**src/hss_pkg.sv**
```systemverilog
// Package for the hot swap sequencer with serial slave front end.
// Assumes a 20 MHz mclk and comparator flags already made digital.
package hss_pkg;
    localparam int CLK_HZ = 20_000_000;
    // Fastest serial clock that the slave keeps up with
    localparam int SCL_MAX_HZ = 400_000;
    // Cycles per half period of the fastest serial clock, rounded down
    localparam int SCL_HALF_CYC = CLK_HZ / (2 * SCL_MAX_HZ);
    // Length of the power-up reset period held on the gate and timer
    localparam int POR_NS = 1000;
    localparam int POR_CYC = (POR_NS * (CLK_HZ / 1_000_000) + 999) / 1000;
    localparam logic [2:0] ADDR_BASE = 3'h1 << 2;
    localparam logic [3:0] BIT_LAST = 4'h7;
    localparam logic [3:0] BIT_ACK = 4'h8;
    // The start's own clock fall wraps this count to bit zero
    localparam logic [3:0] BIT_START = 4'hF;
    // Command byte fields
    localparam int CMD_EXT = 7;
    localparam int CMD_V_CONT = 0;
    localparam int CMD_V_ONCE = 1;
    localparam int CMD_I_CONT = 2;
    localparam int CMD_I_ONCE = 3;
    localparam int CMD_STATUS = 6;
    localparam logic [7:0] CMD_RST = 8'h00;
    localparam logic [11:0] ADC_RST = 12'h000;
    localparam logic [2:0] SYNC_RST = 3'h0;

    typedef enum logic [2:0] {
        HSS_POR, HSS_INIT_UP, HSS_INIT_DN, HSS_WAIT_ON,
        HSS_RUN, HSS_FAULT_COOL, HSS_LATCHED
    } hss_seq_t;

    typedef enum logic [2:0] {
        HSS_I_IDLE, HSS_I_ADDR, HSS_I_AACK, HSS_I_WR, HSS_I_WACK, HSS_I_RD, HSS_I_RACK
    } hss_i2c_t;
endpackage

```
**src/hss_core.sv**
```systemverilog
// Hot swap sequencer and serial slave, one mclk domain.
// Assumes pin and comparator inputs are asynchronous, an external ADC
// front end converting on request, and a strap decoder giving 2-bit codes.
// What this block does
// - Reset period: strong gate and timer pulldowns
// - Initial cycle starts with small timer pullup
// - Then large pulldown until timer low threshold
// - Enabled after initial cycle: start gate charge
// - Overcurrent charges timer; high threshold faults
// - Retry variant: small sink times cooldown
// - Retry variant: cooldown end restarts hot swap
// - Commands start voltage or current conversions
// - Results read back over two or three bytes
// - Pure slave, fast-mode serial clock rates
// - Address is 100 plus four strap bits
// - Upper strap high bits, lower strap low
// - Shift address and direction, MSB first
// - Acknowledge own address, else idle till start
// - First written byte is the command
// - Enable low: gate off, timer pulled down
// - Overcurrent gone: large sink, gate full on
// - Latch-off variant: reenable restarts after fault
module hss_core #(
    parameter bit AUTO_RETRY = 1'b1
) (
    // Clock and reset
    input wire logic mclk,
    input wire logic nrst,
    // Asynchronous comparator and pin inputs
    input wire logic on_pin,
    input wire logic timer_high,
    input wire logic timer_low_threshold,
    input wire logic overcurrent_timing_threshold,
    input wire logic [1:0] addr_strap_high,
    input wire logic [1:0] addr_strap_low,
    // Serial bus pins
    input wire logic scl_in,
    input wire logic sda_in,
    output logic sda_out,
    output logic sda_oe,
    // Gate and timer source enables
    output logic gate_pd_strong,
    output logic gate_pd_fault,
    output logic gate_pu_small,
    output logic gate_full_on,
    output logic timer_pu_5,
    output logic timer_pu_60,
    output logic timer_pd_2,
    output logic timer_pd_100,
    output logic fault_flag,
    // ADC front end
    output logic adc_start,
    output logic adc_sel_current,
    input wire logic adc_done,
    input wire logic [11:0] adc_data
);
    logic [2:0] s_on, s_th, s_tl, s_oc, s_scl, s_sda;
    logic f_on, f_th, f_tl, f_oc, f_scl, f_sda;
    always_ff @(posedge mclk or negedge nrst) begin
        if (!nrst) begin
            s_on <= hss_pkg::SYNC_RST;
            s_th <= hss_pkg::SYNC_RST;
            s_tl <= hss_pkg::SYNC_RST;
            s_oc <= hss_pkg::SYNC_RST;
            s_scl <= 3'h7;
            s_sda <= 3'h7;
            f_on <= 1'b0;
            f_th <= 1'b0;
            f_tl <= 1'b0;
            f_oc <= 1'b0;
            f_scl <= 1'b1;
            f_sda <= 1'b1;
        end else begin
            s_on <= {s_on[1:0], on_pin};
            s_th <= {s_th[1:0], timer_high};
            s_tl <= {s_tl[1:0], timer_low_threshold};
            s_oc <= {s_oc[1:0], overcurrent_timing_threshold};
            s_scl <= {s_scl[1:0], scl_in};
            s_sda <= {s_sda[1:0], sda_in};
            if (s_on[1] == s_on[2]) f_on <= s_on[2];
            if (s_th[1] == s_th[2]) f_th <= s_th[2];
            if (s_tl[1] == s_tl[2]) f_tl <= s_tl[2];
            if (s_oc[1] == s_oc[2]) f_oc <= s_oc[2];
            if (s_scl[1] == s_scl[2]) f_scl <= s_scl[2];
            if (s_sda[1] == s_sda[2]) f_sda <= s_sda[2];
        end
    end

    // Sequencer
    hss_pkg::hss_seq_t st_r, st_nxt;
    logic [5:0] por_r, por_nxt;
    logic fault_r, fault_nxt;
    always_comb begin
        st_nxt = st_r;
        por_nxt = por_r;
        fault_nxt = fault_r;
        case (st_r)
            hss_pkg::HSS_POR: begin
                if (por_r == 6'(hss_pkg::POR_CYC - 1)) st_nxt = hss_pkg::HSS_INIT_UP;
                else por_nxt = por_r + 6'h01;
            end
            hss_pkg::HSS_INIT_UP: if (f_tl) st_nxt = hss_pkg::HSS_INIT_DN;
            hss_pkg::HSS_INIT_DN: if (!f_tl) st_nxt = hss_pkg::HSS_WAIT_ON;
            hss_pkg::HSS_WAIT_ON: if (f_on) st_nxt = hss_pkg::HSS_RUN;
            hss_pkg::HSS_RUN: begin
                // fault when timer hits high threshold
                if (f_oc && f_th) begin
                    fault_nxt = 1'b1;
                    st_nxt = AUTO_RETRY ? hss_pkg::HSS_FAULT_COOL : hss_pkg::HSS_LATCHED;
                end
            end
            hss_pkg::HSS_FAULT_COOL: if (!f_tl) begin
                fault_nxt = 1'b0;
                st_nxt = hss_pkg::HSS_RUN;
            end
            hss_pkg::HSS_LATCHED: if (!f_on) begin
                fault_nxt = 1'b0;
                st_nxt = hss_pkg::HSS_WAIT_ON;
            end
            default: st_nxt = hss_pkg::HSS_POR;
        endcase
        if (!f_on && (st_r == hss_pkg::HSS_RUN || st_r == hss_pkg::HSS_FAULT_COOL)) begin
            st_nxt = hss_pkg::HSS_WAIT_ON;
            fault_nxt = 1'b0;
        end
    end
    always_ff @(posedge mclk or negedge nrst) begin
        if (!nrst) begin
            st_r <= hss_pkg::HSS_POR;
            por_r <= 6'h00;
            fault_r <= 1'b0;
        end else begin
            st_r <= st_nxt;
            por_r <= por_nxt;
            fault_r <= fault_nxt;
        end
    end
    always_comb begin
        gate_pd_strong = st_r == hss_pkg::HSS_POR || st_r == hss_pkg::HSS_INIT_UP
                      || st_r == hss_pkg::HSS_INIT_DN || st_r == hss_pkg::HSS_WAIT_ON;
        gate_pd_fault = st_r == hss_pkg::HSS_FAULT_COOL || st_r == hss_pkg::HSS_LATCHED;
        gate_pu_small = st_r == hss_pkg::HSS_RUN;
        // gate full on once overcurrent clears
        gate_full_on = st_r == hss_pkg::HSS_RUN && !f_oc;
        timer_pu_5 = st_r == hss_pkg::HSS_INIT_UP;
        timer_pu_60 = st_r == hss_pkg::HSS_RUN && f_oc;
        timer_pd_2 = st_r == hss_pkg::HSS_FAULT_COOL;
        timer_pd_100 = st_r == hss_pkg::HSS_POR || st_r == hss_pkg::HSS_INIT_DN
                    || st_r == hss_pkg::HSS_WAIT_ON || st_r == hss_pkg::HSS_LATCHED
                    || (st_r == hss_pkg::HSS_RUN && !f_oc);
        fault_flag = fault_r;
    end

    // Serial slave, oversampled on mclk
    // 25 mclk per half period at 400 kHz
    logic scl_d, sda_d;
    always_ff @(posedge mclk or negedge nrst) begin
        if (!nrst) begin
            scl_d <= 1'b1;
            sda_d <= 1'b1;
        end else begin
            scl_d <= f_scl;
            sda_d <= f_sda;
        end
    end
    logic scl_rise, scl_fall, start_c, stop_c;
    assign scl_rise = f_scl && !scl_d;
    assign scl_fall = !f_scl && scl_d;
    assign start_c = f_scl && scl_d && sda_d && !f_sda;
    assign stop_c = f_scl && scl_d && !sda_d && f_sda;
    // own address from base and straps
    // upper strap gives bits three and two
    logic [6:0] own_addr;
    assign own_addr = {hss_pkg::ADDR_BASE, addr_strap_high, addr_strap_low};
    hss_pkg::hss_i2c_t is_r, is_nxt;
    logic [7:0] sh_r, sh_nxt, cmd_r, cmd_nxt;
    logic [3:0] bit_r, bit_nxt;
    logic [1:0] byte_r, byte_nxt;
    logic first_r, first_nxt, ack_r, ack_nxt, sda_r, sda_nxt;
    logic [11:0] v_r, v_nxt, i_r, i_nxt;
    logic [1:0] need_r, need_nxt;
    logic conv_r, conv_nxt, cur_r, cur_nxt, go_r, go_nxt;
    logic [7:0] rd_byte;
    always_comb begin
        // voltage high, current high, shared low nibbles
        case (byte_r)
            2'h0: rd_byte = cmd_r[hss_pkg::CMD_STATUS] ? {6'h00, fault_r, 1'b0}
                          : (cmd_r[hss_pkg::CMD_I_ONCE] && !cmd_r[hss_pkg::CMD_V_ONCE])
                          ? i_r[11:4] : v_r[11:4];
            2'h1: rd_byte = cmd_r[hss_pkg::CMD_V_ONCE] && cmd_r[hss_pkg::CMD_I_ONCE]
                          ? i_r[11:4] : {v_r[3:0], i_r[3:0]};
            default: rd_byte = {v_r[3:0], i_r[3:0]};
        endcase
    end
    always_comb begin
        is_nxt = is_r;
        sh_nxt = sh_r;
        cmd_nxt = cmd_r;
        bit_nxt = bit_r;
        byte_nxt = byte_r;
        first_nxt = first_r;
        ack_nxt = ack_r;
        sda_nxt = sda_r;
        v_nxt = v_r;
        i_nxt = i_r;
        need_nxt = need_r;
        conv_nxt = conv_r;
        cur_nxt = cur_r;
        go_nxt = 1'b0;
        // sequence requested conversions through the mux
        if (!conv_r && need_r != 2'h0) begin
            cur_nxt = !need_r[0];
            conv_nxt = 1'b1;
            go_nxt = 1'b1;
        end else if (conv_r && adc_done) begin
            conv_nxt = 1'b0;
            if (cur_r) i_nxt = adc_data;
            else v_nxt = adc_data;
            need_nxt = cur_r ? {1'b0, need_r[0]} : {need_r[1], 1'b0};
        end
        // shift bits on rising clock, MSB first
        if (scl_rise && is_r != hss_pkg::HSS_I_IDLE) begin
            sh_nxt = {sh_r[6:0], f_sda};
            if (is_r == hss_pkg::HSS_I_RACK && f_sda) is_nxt = hss_pkg::HSS_I_IDLE;
        end
        if (scl_fall) begin
            case (is_r)
                hss_pkg::HSS_I_ADDR, hss_pkg::HSS_I_WR: begin
                    if (bit_r == hss_pkg::BIT_LAST) begin
                        bit_nxt = 4'h0;
                        if (is_r == hss_pkg::HSS_I_ADDR && sh_r[7:1] != own_addr)
                            is_nxt = hss_pkg::HSS_I_IDLE;
                        else begin
                            sda_nxt = 1'b0;
                            is_nxt = is_r == hss_pkg::HSS_I_ADDR ? hss_pkg::HSS_I_AACK
                                     : hss_pkg::HSS_I_WACK;
                            ack_nxt = sh_r[0];
                        end
                        if (is_r == hss_pkg::HSS_I_WR) first_nxt = 1'b0;
                        if (is_r == hss_pkg::HSS_I_WR && first_r && !sh_r[hss_pkg::CMD_EXT]) begin
                            cmd_nxt = sh_r;
                            need_nxt = {sh_r[hss_pkg::CMD_I_ONCE] | sh_r[hss_pkg::CMD_I_CONT],
                                        sh_r[hss_pkg::CMD_V_ONCE] | sh_r[hss_pkg::CMD_V_CONT]};
                        end
                    end else bit_nxt = bit_r + 4'h1;
                end
                hss_pkg::HSS_I_AACK, hss_pkg::HSS_I_RACK: begin
                    if (is_r == hss_pkg::HSS_I_RACK || ack_r) begin
                        is_nxt = hss_pkg::HSS_I_RD;
                        sda_nxt = rd_byte[7];
                        sh_nxt = rd_byte;
                        byte_nxt = byte_r + 2'h1;
                    end else begin
                        is_nxt = hss_pkg::HSS_I_WR;
                        sda_nxt = 1'b1;
                    end
                end
                hss_pkg::HSS_I_WACK: begin
                    is_nxt = hss_pkg::HSS_I_WR;
                    sda_nxt = 1'b1;
                end
                hss_pkg::HSS_I_RD: begin
                    if (bit_r == hss_pkg::BIT_LAST) begin
                        bit_nxt = 4'h0;
                        sda_nxt = 1'b1;
                        is_nxt = hss_pkg::HSS_I_RACK;
                    end else begin
                        bit_nxt = bit_r + 4'h1;
                        sda_nxt = sh_r[7];
                    end
                end
                default: sda_nxt = 1'b1;
            endcase
        end
        if (stop_c) begin
            is_nxt = hss_pkg::HSS_I_IDLE;
            sda_nxt = 1'b1;
        end
        if (start_c) begin
            is_nxt = hss_pkg::HSS_I_ADDR;
            bit_nxt = hss_pkg::BIT_START;
            byte_nxt = 2'h0;
            first_nxt = 1'b1;
            sda_nxt = 1'b1;
        end
    end
    always_ff @(posedge mclk or negedge nrst) begin
        if (!nrst) begin
            is_r <= hss_pkg::HSS_I_IDLE;
            sh_r <= hss_pkg::CMD_RST;
            cmd_r <= hss_pkg::CMD_RST;
            bit_r <= 4'h0;
            byte_r <= 2'h0;
            first_r <= 1'b0;
            ack_r <= 1'b0;
            sda_r <= 1'b1;
            v_r <= hss_pkg::ADC_RST;
            i_r <= hss_pkg::ADC_RST;
            need_r <= 2'h0;
            conv_r <= 1'b0;
            cur_r <= 1'b0;
            go_r <= 1'b0;
        end else begin
            is_r <= is_nxt;
            sh_r <= sh_nxt;
            cmd_r <= cmd_nxt;
            bit_r <= bit_nxt;
            byte_r <= byte_nxt;
            first_r <= first_nxt;
            ack_r <= ack_nxt;
            sda_r <= sda_nxt;
            v_r <= v_nxt;
            i_r <= i_nxt;
            need_r <= need_nxt;
            conv_r <= conv_nxt;
            cur_r <= cur_nxt;
            go_r <= go_nxt;
        end
    end
    // Open drain: only ever pull low
    assign sda_out = 1'b0;
    assign sda_oe = !sda_r;
    assign adc_start = go_r;
    assign adc_sel_current = cur_r;
endmodule

```
**config.mk**
```make
export PLATFORM = sky130hd
export DESIGN_NAME = hss_core
export DESIGN_NICKNAME = d
export VERILOG_FILES = /design/src/hss_pkg.sv /design/src/hss_core.sv
export SDC_FILE = /design/constraint.sdc
export NUM_CORES = 1
export LEC_CHECK = 0
export ABC_CLOCK_PERIOD_IN_PS = 2300
export BUFFER_PORTS_ARGS = -buffer_cell sky130_fd_sc_hd__buf_4
export CAP_MARGIN = 15
export CORE_MARGIN = 10
export CORE_UTILIZATION = 59
export CTS_BUF_LIST = sky130_fd_sc_hd__clkbuf_16
export DETAILED_ROUTE_END_ITERATION = 12
export PLACE_DENSITY = 0.79
export SLEW_MARGIN = 20
export SYNTH_ARGS = -nofsm -noshare
export SYNTH_HDL_FRONTEND = slang
export SYNTH_SLANG_ARGS = --single-unit
```
**constraint.sdc**
```tcl
create_clock -name mclk -period 2.3 [get_ports mclk]
set_input_delay 0.345 -clock mclk [delete_from_list [all_inputs] [get_ports mclk]]
set_output_delay 0.345 -clock mclk [all_outputs]
set_load 0.1 [all_outputs]
```
==> qor.yml <==
report.final.slew_viol_count: 0
syn_inst: 357
critPathLaunchType: "flop"
ant_nets: 0
ff2ff_setup_slack_ns: 0.13
dieArea_um2: 10600
status: "finished clean"
r2r_end: "cmd_r[6]$_DFFE_PN0P_"
tritoncts: "yes"
dp_slack_ns: 0.101
final.period_utilization_pct: 94.4
grt_max_degree: 55
die_w_um: 103
gp_congestion: 0.996
synth_top_family_by_area: "simple AND/OR/NAND/NOR gates"
drc: 0
vias: 2796
synthAdderAreaFrac_pct: 2.71
synth_top_cell_by_area: "dfrtp_1"
ys_ff_latch: 88
nets: 426
drive_gt1_share_pct: 27.4
synth_area_leaders: "dfrtp_1, dfstp_2, mux2_2, mux2i_1, o21ai_0"
num_antenna_cells: 0
path_cells: "ha_1, and3b_1, nand2_2, or3_4, nor3b_4, buf_12, mux2_4"
critPathMaxFanout: 6
slowest_delay_ns: 0.40
reg2reg_from: "bit_r[0]$_DFFE_PN0P_"
min_path_type: "in2reg"
cap_violations: 0
finalHoldViolations: 0
final_area_um2: 4750
finalSetupViolCount: 0
antenna_found_initial: 0
clock-sinks: 88
final_cells: 482
synth.cell_area_um2: 4060
wl_per_cell_um: 16.8
grt_overflow: 0
grt_usage_pct: 16.7
htreeDepth: 3
clock_latency_ns: 0.34
ys.flop_type: "dfrtp_1"
powerDensity_nw_per_um2: 1220
min-delay-start: "overcurrent_timing_threshold"
clk_pin_slew_ns: 0.07
yosys.area_share.simple_pct: 13.2
clock_skew_ns: 0.00669
holdPathStages: 1
root_buffer: "clkbuf_16"
post-place-cells: 464
yosys-top-cells-count: "dfrtp_1, nand2_1, mux2_2"
synth_seq_area_share_pct: 54.6
syn2layout_area_growth_pct: 16.9
grt_pass1_vias: 2876
tightest_slew_ns: 0.702
ff_latch_area_um2: 2220
fp.dieH_um: 103
synth_top_area_share_pct: 47.5
synth.most_common_cell: "dfrtp_1"
peakVddDrop_mv: 0.673
period_needed_ns: 2.17
synthMuxAreaShare_pct: 13.2
core_um2: 6760
dpl-instance-area_um2: 4440
synth_edf_count: 0
dp_hpwl_um: 5740
utilization_pct: 70.2
cts-buffers-inserted: 9
vias_per_cell: 5.80
fillers: 469
avgSynthCellArea_um2: 11.4
clock.fmax_mhz: 461
grt_pass1_wl_um: 13900
ys_warn_count: 0
multi_input_area_um2: 1740
start_util_pct: 60.1
port_buffers: 36
setup_slack_ns: 0.129
ff2ff_path_depth: 7
critPathArrivalTime_ns: 2.39
endpoint_kind: "flop"
clk_path_buf_depth: 2
slowest_stage: "dfrtp_1"
cp.required_ns: 2.52
synth-compound-area-share_pct: 10.1
ios: 38
whs_endpoint: "s_oc[0]$_DFF_PN0_"
drt_iter0_drc: 146
synth_xor_area_share_pct: 3.02
synth_fp_nets: 386
rows: 30
routed_wl_um: 8090
power.leakage_nw: 2.15
slew_headroom_pct: 53.1
firstDrtPassIters: 4
async_reset_ff_share_pct: 100
total_power_mw: 5.77
synth_cell_types: 58
critPathKind: "reg2reg"
cts-resized-gates: 0
[worst max-delay path: cells and delay by family (launching register included)]
kind                       cells  cell delay [ns]
adders and majority gates      1             0.23
buffers and inverters          1             0.15
muxes                          1             0.29
DFF                            1             0.40
and+or+nand+nor                4             1.00
[layer usage]
metal,share of wire (%),vias to the layer above,track usage [%]
met1,45,1353,21.8
li1,-,1355,-
met5,0,-,0
met3,5.1,16,3.75
met4,2.3,0,8.34
met2,48,72,25.7
[power by group]
part | total, mW | switching (mW) | internal (mW)
clock | 1.38 | 0.633 | 0.745
combinational | 2.01 | 1.23 | 0.777
sequential | 2.39 | 0.397 | 1.99
total | 5.77 | 2.26 | 3.51
[layout make-up]
type	instances	area share [%]
Timing Repair Buffer	46	7.86
Inverter	11	0.870
Sequential cell	88	46.7
Clock inverter	7	1.16
Clock buffer	9	4.75
Tap cell	80	2.11
Multi-Input combinational cell	241	36.6
[kinds of logic (layout without fill, tap and decap cells)]
group	after synthesis	in the layout
adder cells (fa/ha/maj)	10	10
buffers and inverters	28	73
XOR/XNOR	14	14
flip-flops	88	88
AO/OA/AOI/OAI	66	66
other	1	1
multiplexers	48	48
AND/OR/NAND/NOR	102	102
[cell usage in the layout, fill, tap and decap left out, types with 3 or more instances in the layout]
cell	instances
ha_1	4
inv_1	11
nor2b_1	3
mux2i_1	14
nor3_1	9
dfstp_2	11
xnor2_1	7
o21ai_0	23
xor2_1	7
nor3b_1	3
nand2_1	29
mux2_2	25
mux2_4	3
a21oi_1	12
dfrtp_1	77
buf_4	43
mux2_1	6
nand3_1	10
nor2_1	16
and2_1	3
nand2b_1	6
a311oi_1	3
maj3_1	6
a222oi_1	4
o21ai_1	4
clkbuf_16	9
o22ai_1	3
a211oi_1	3
[flip-flops by register name, summed over array words and instances, names as in the netlist, 2 cells and up]
register,cells
s_th,3
v_r,12
need_r,2
s_on,3
bit_r,4
byte_r,2
s_sda,3
s_oc,3
s_scl,3
por_r,6
i_r,12
cmd_r,3
st_r,3
is_r,3
sh_r,8
s_tl,3
[worst max path at each step]
stage	slack (ns)	end	cells after the start	start
after CTS	0.09	cmd_r[6]$_DFFE_PN0P_	6	bit_r[0]$_DFFE_PN0P_
final	0.13	cmd_r[6]$_DFFE_PN0P_	7	bit_r[0]$_DFFE_PN0P_
after floorplan	-0.39	timer_pu_60	4	st_r[2]$_DFFE_PN0P_
after global placement	0.21	cmd_r[6]$_DFFE_PN0P_	6	bit_r[0]$_DFFE_PN0P_
after detailed placement	0.10	cmd_r[6]$_DFFE_PN0P_	6	bit_r[0]$_DFFE_PN0P_
after global routing	-0.008	cmd_r[6]$_DFFE_PN0P_	7	bit_r[0]$_DFFE_PN0P_
[per-stage QoR]
step / TNS (ns) / hold slack, ns
after floorplan: -0.385 / 0.0494
after global placement: 0 / 0.329
after detailed placement: 0 / 0.341
after CTS: 0 / 0.0984
after global routing: -0.0107 / 0.0962
final: 0 / 0.108
[timing repair]
action,in CTS,in global routing
endpoints found under the setup margin,0,3
setup buffers,0,1
endpoints found under the hold margin,28,0
hold buffers,1,0
Note: power is estimated with default switching activity, not from simulation.
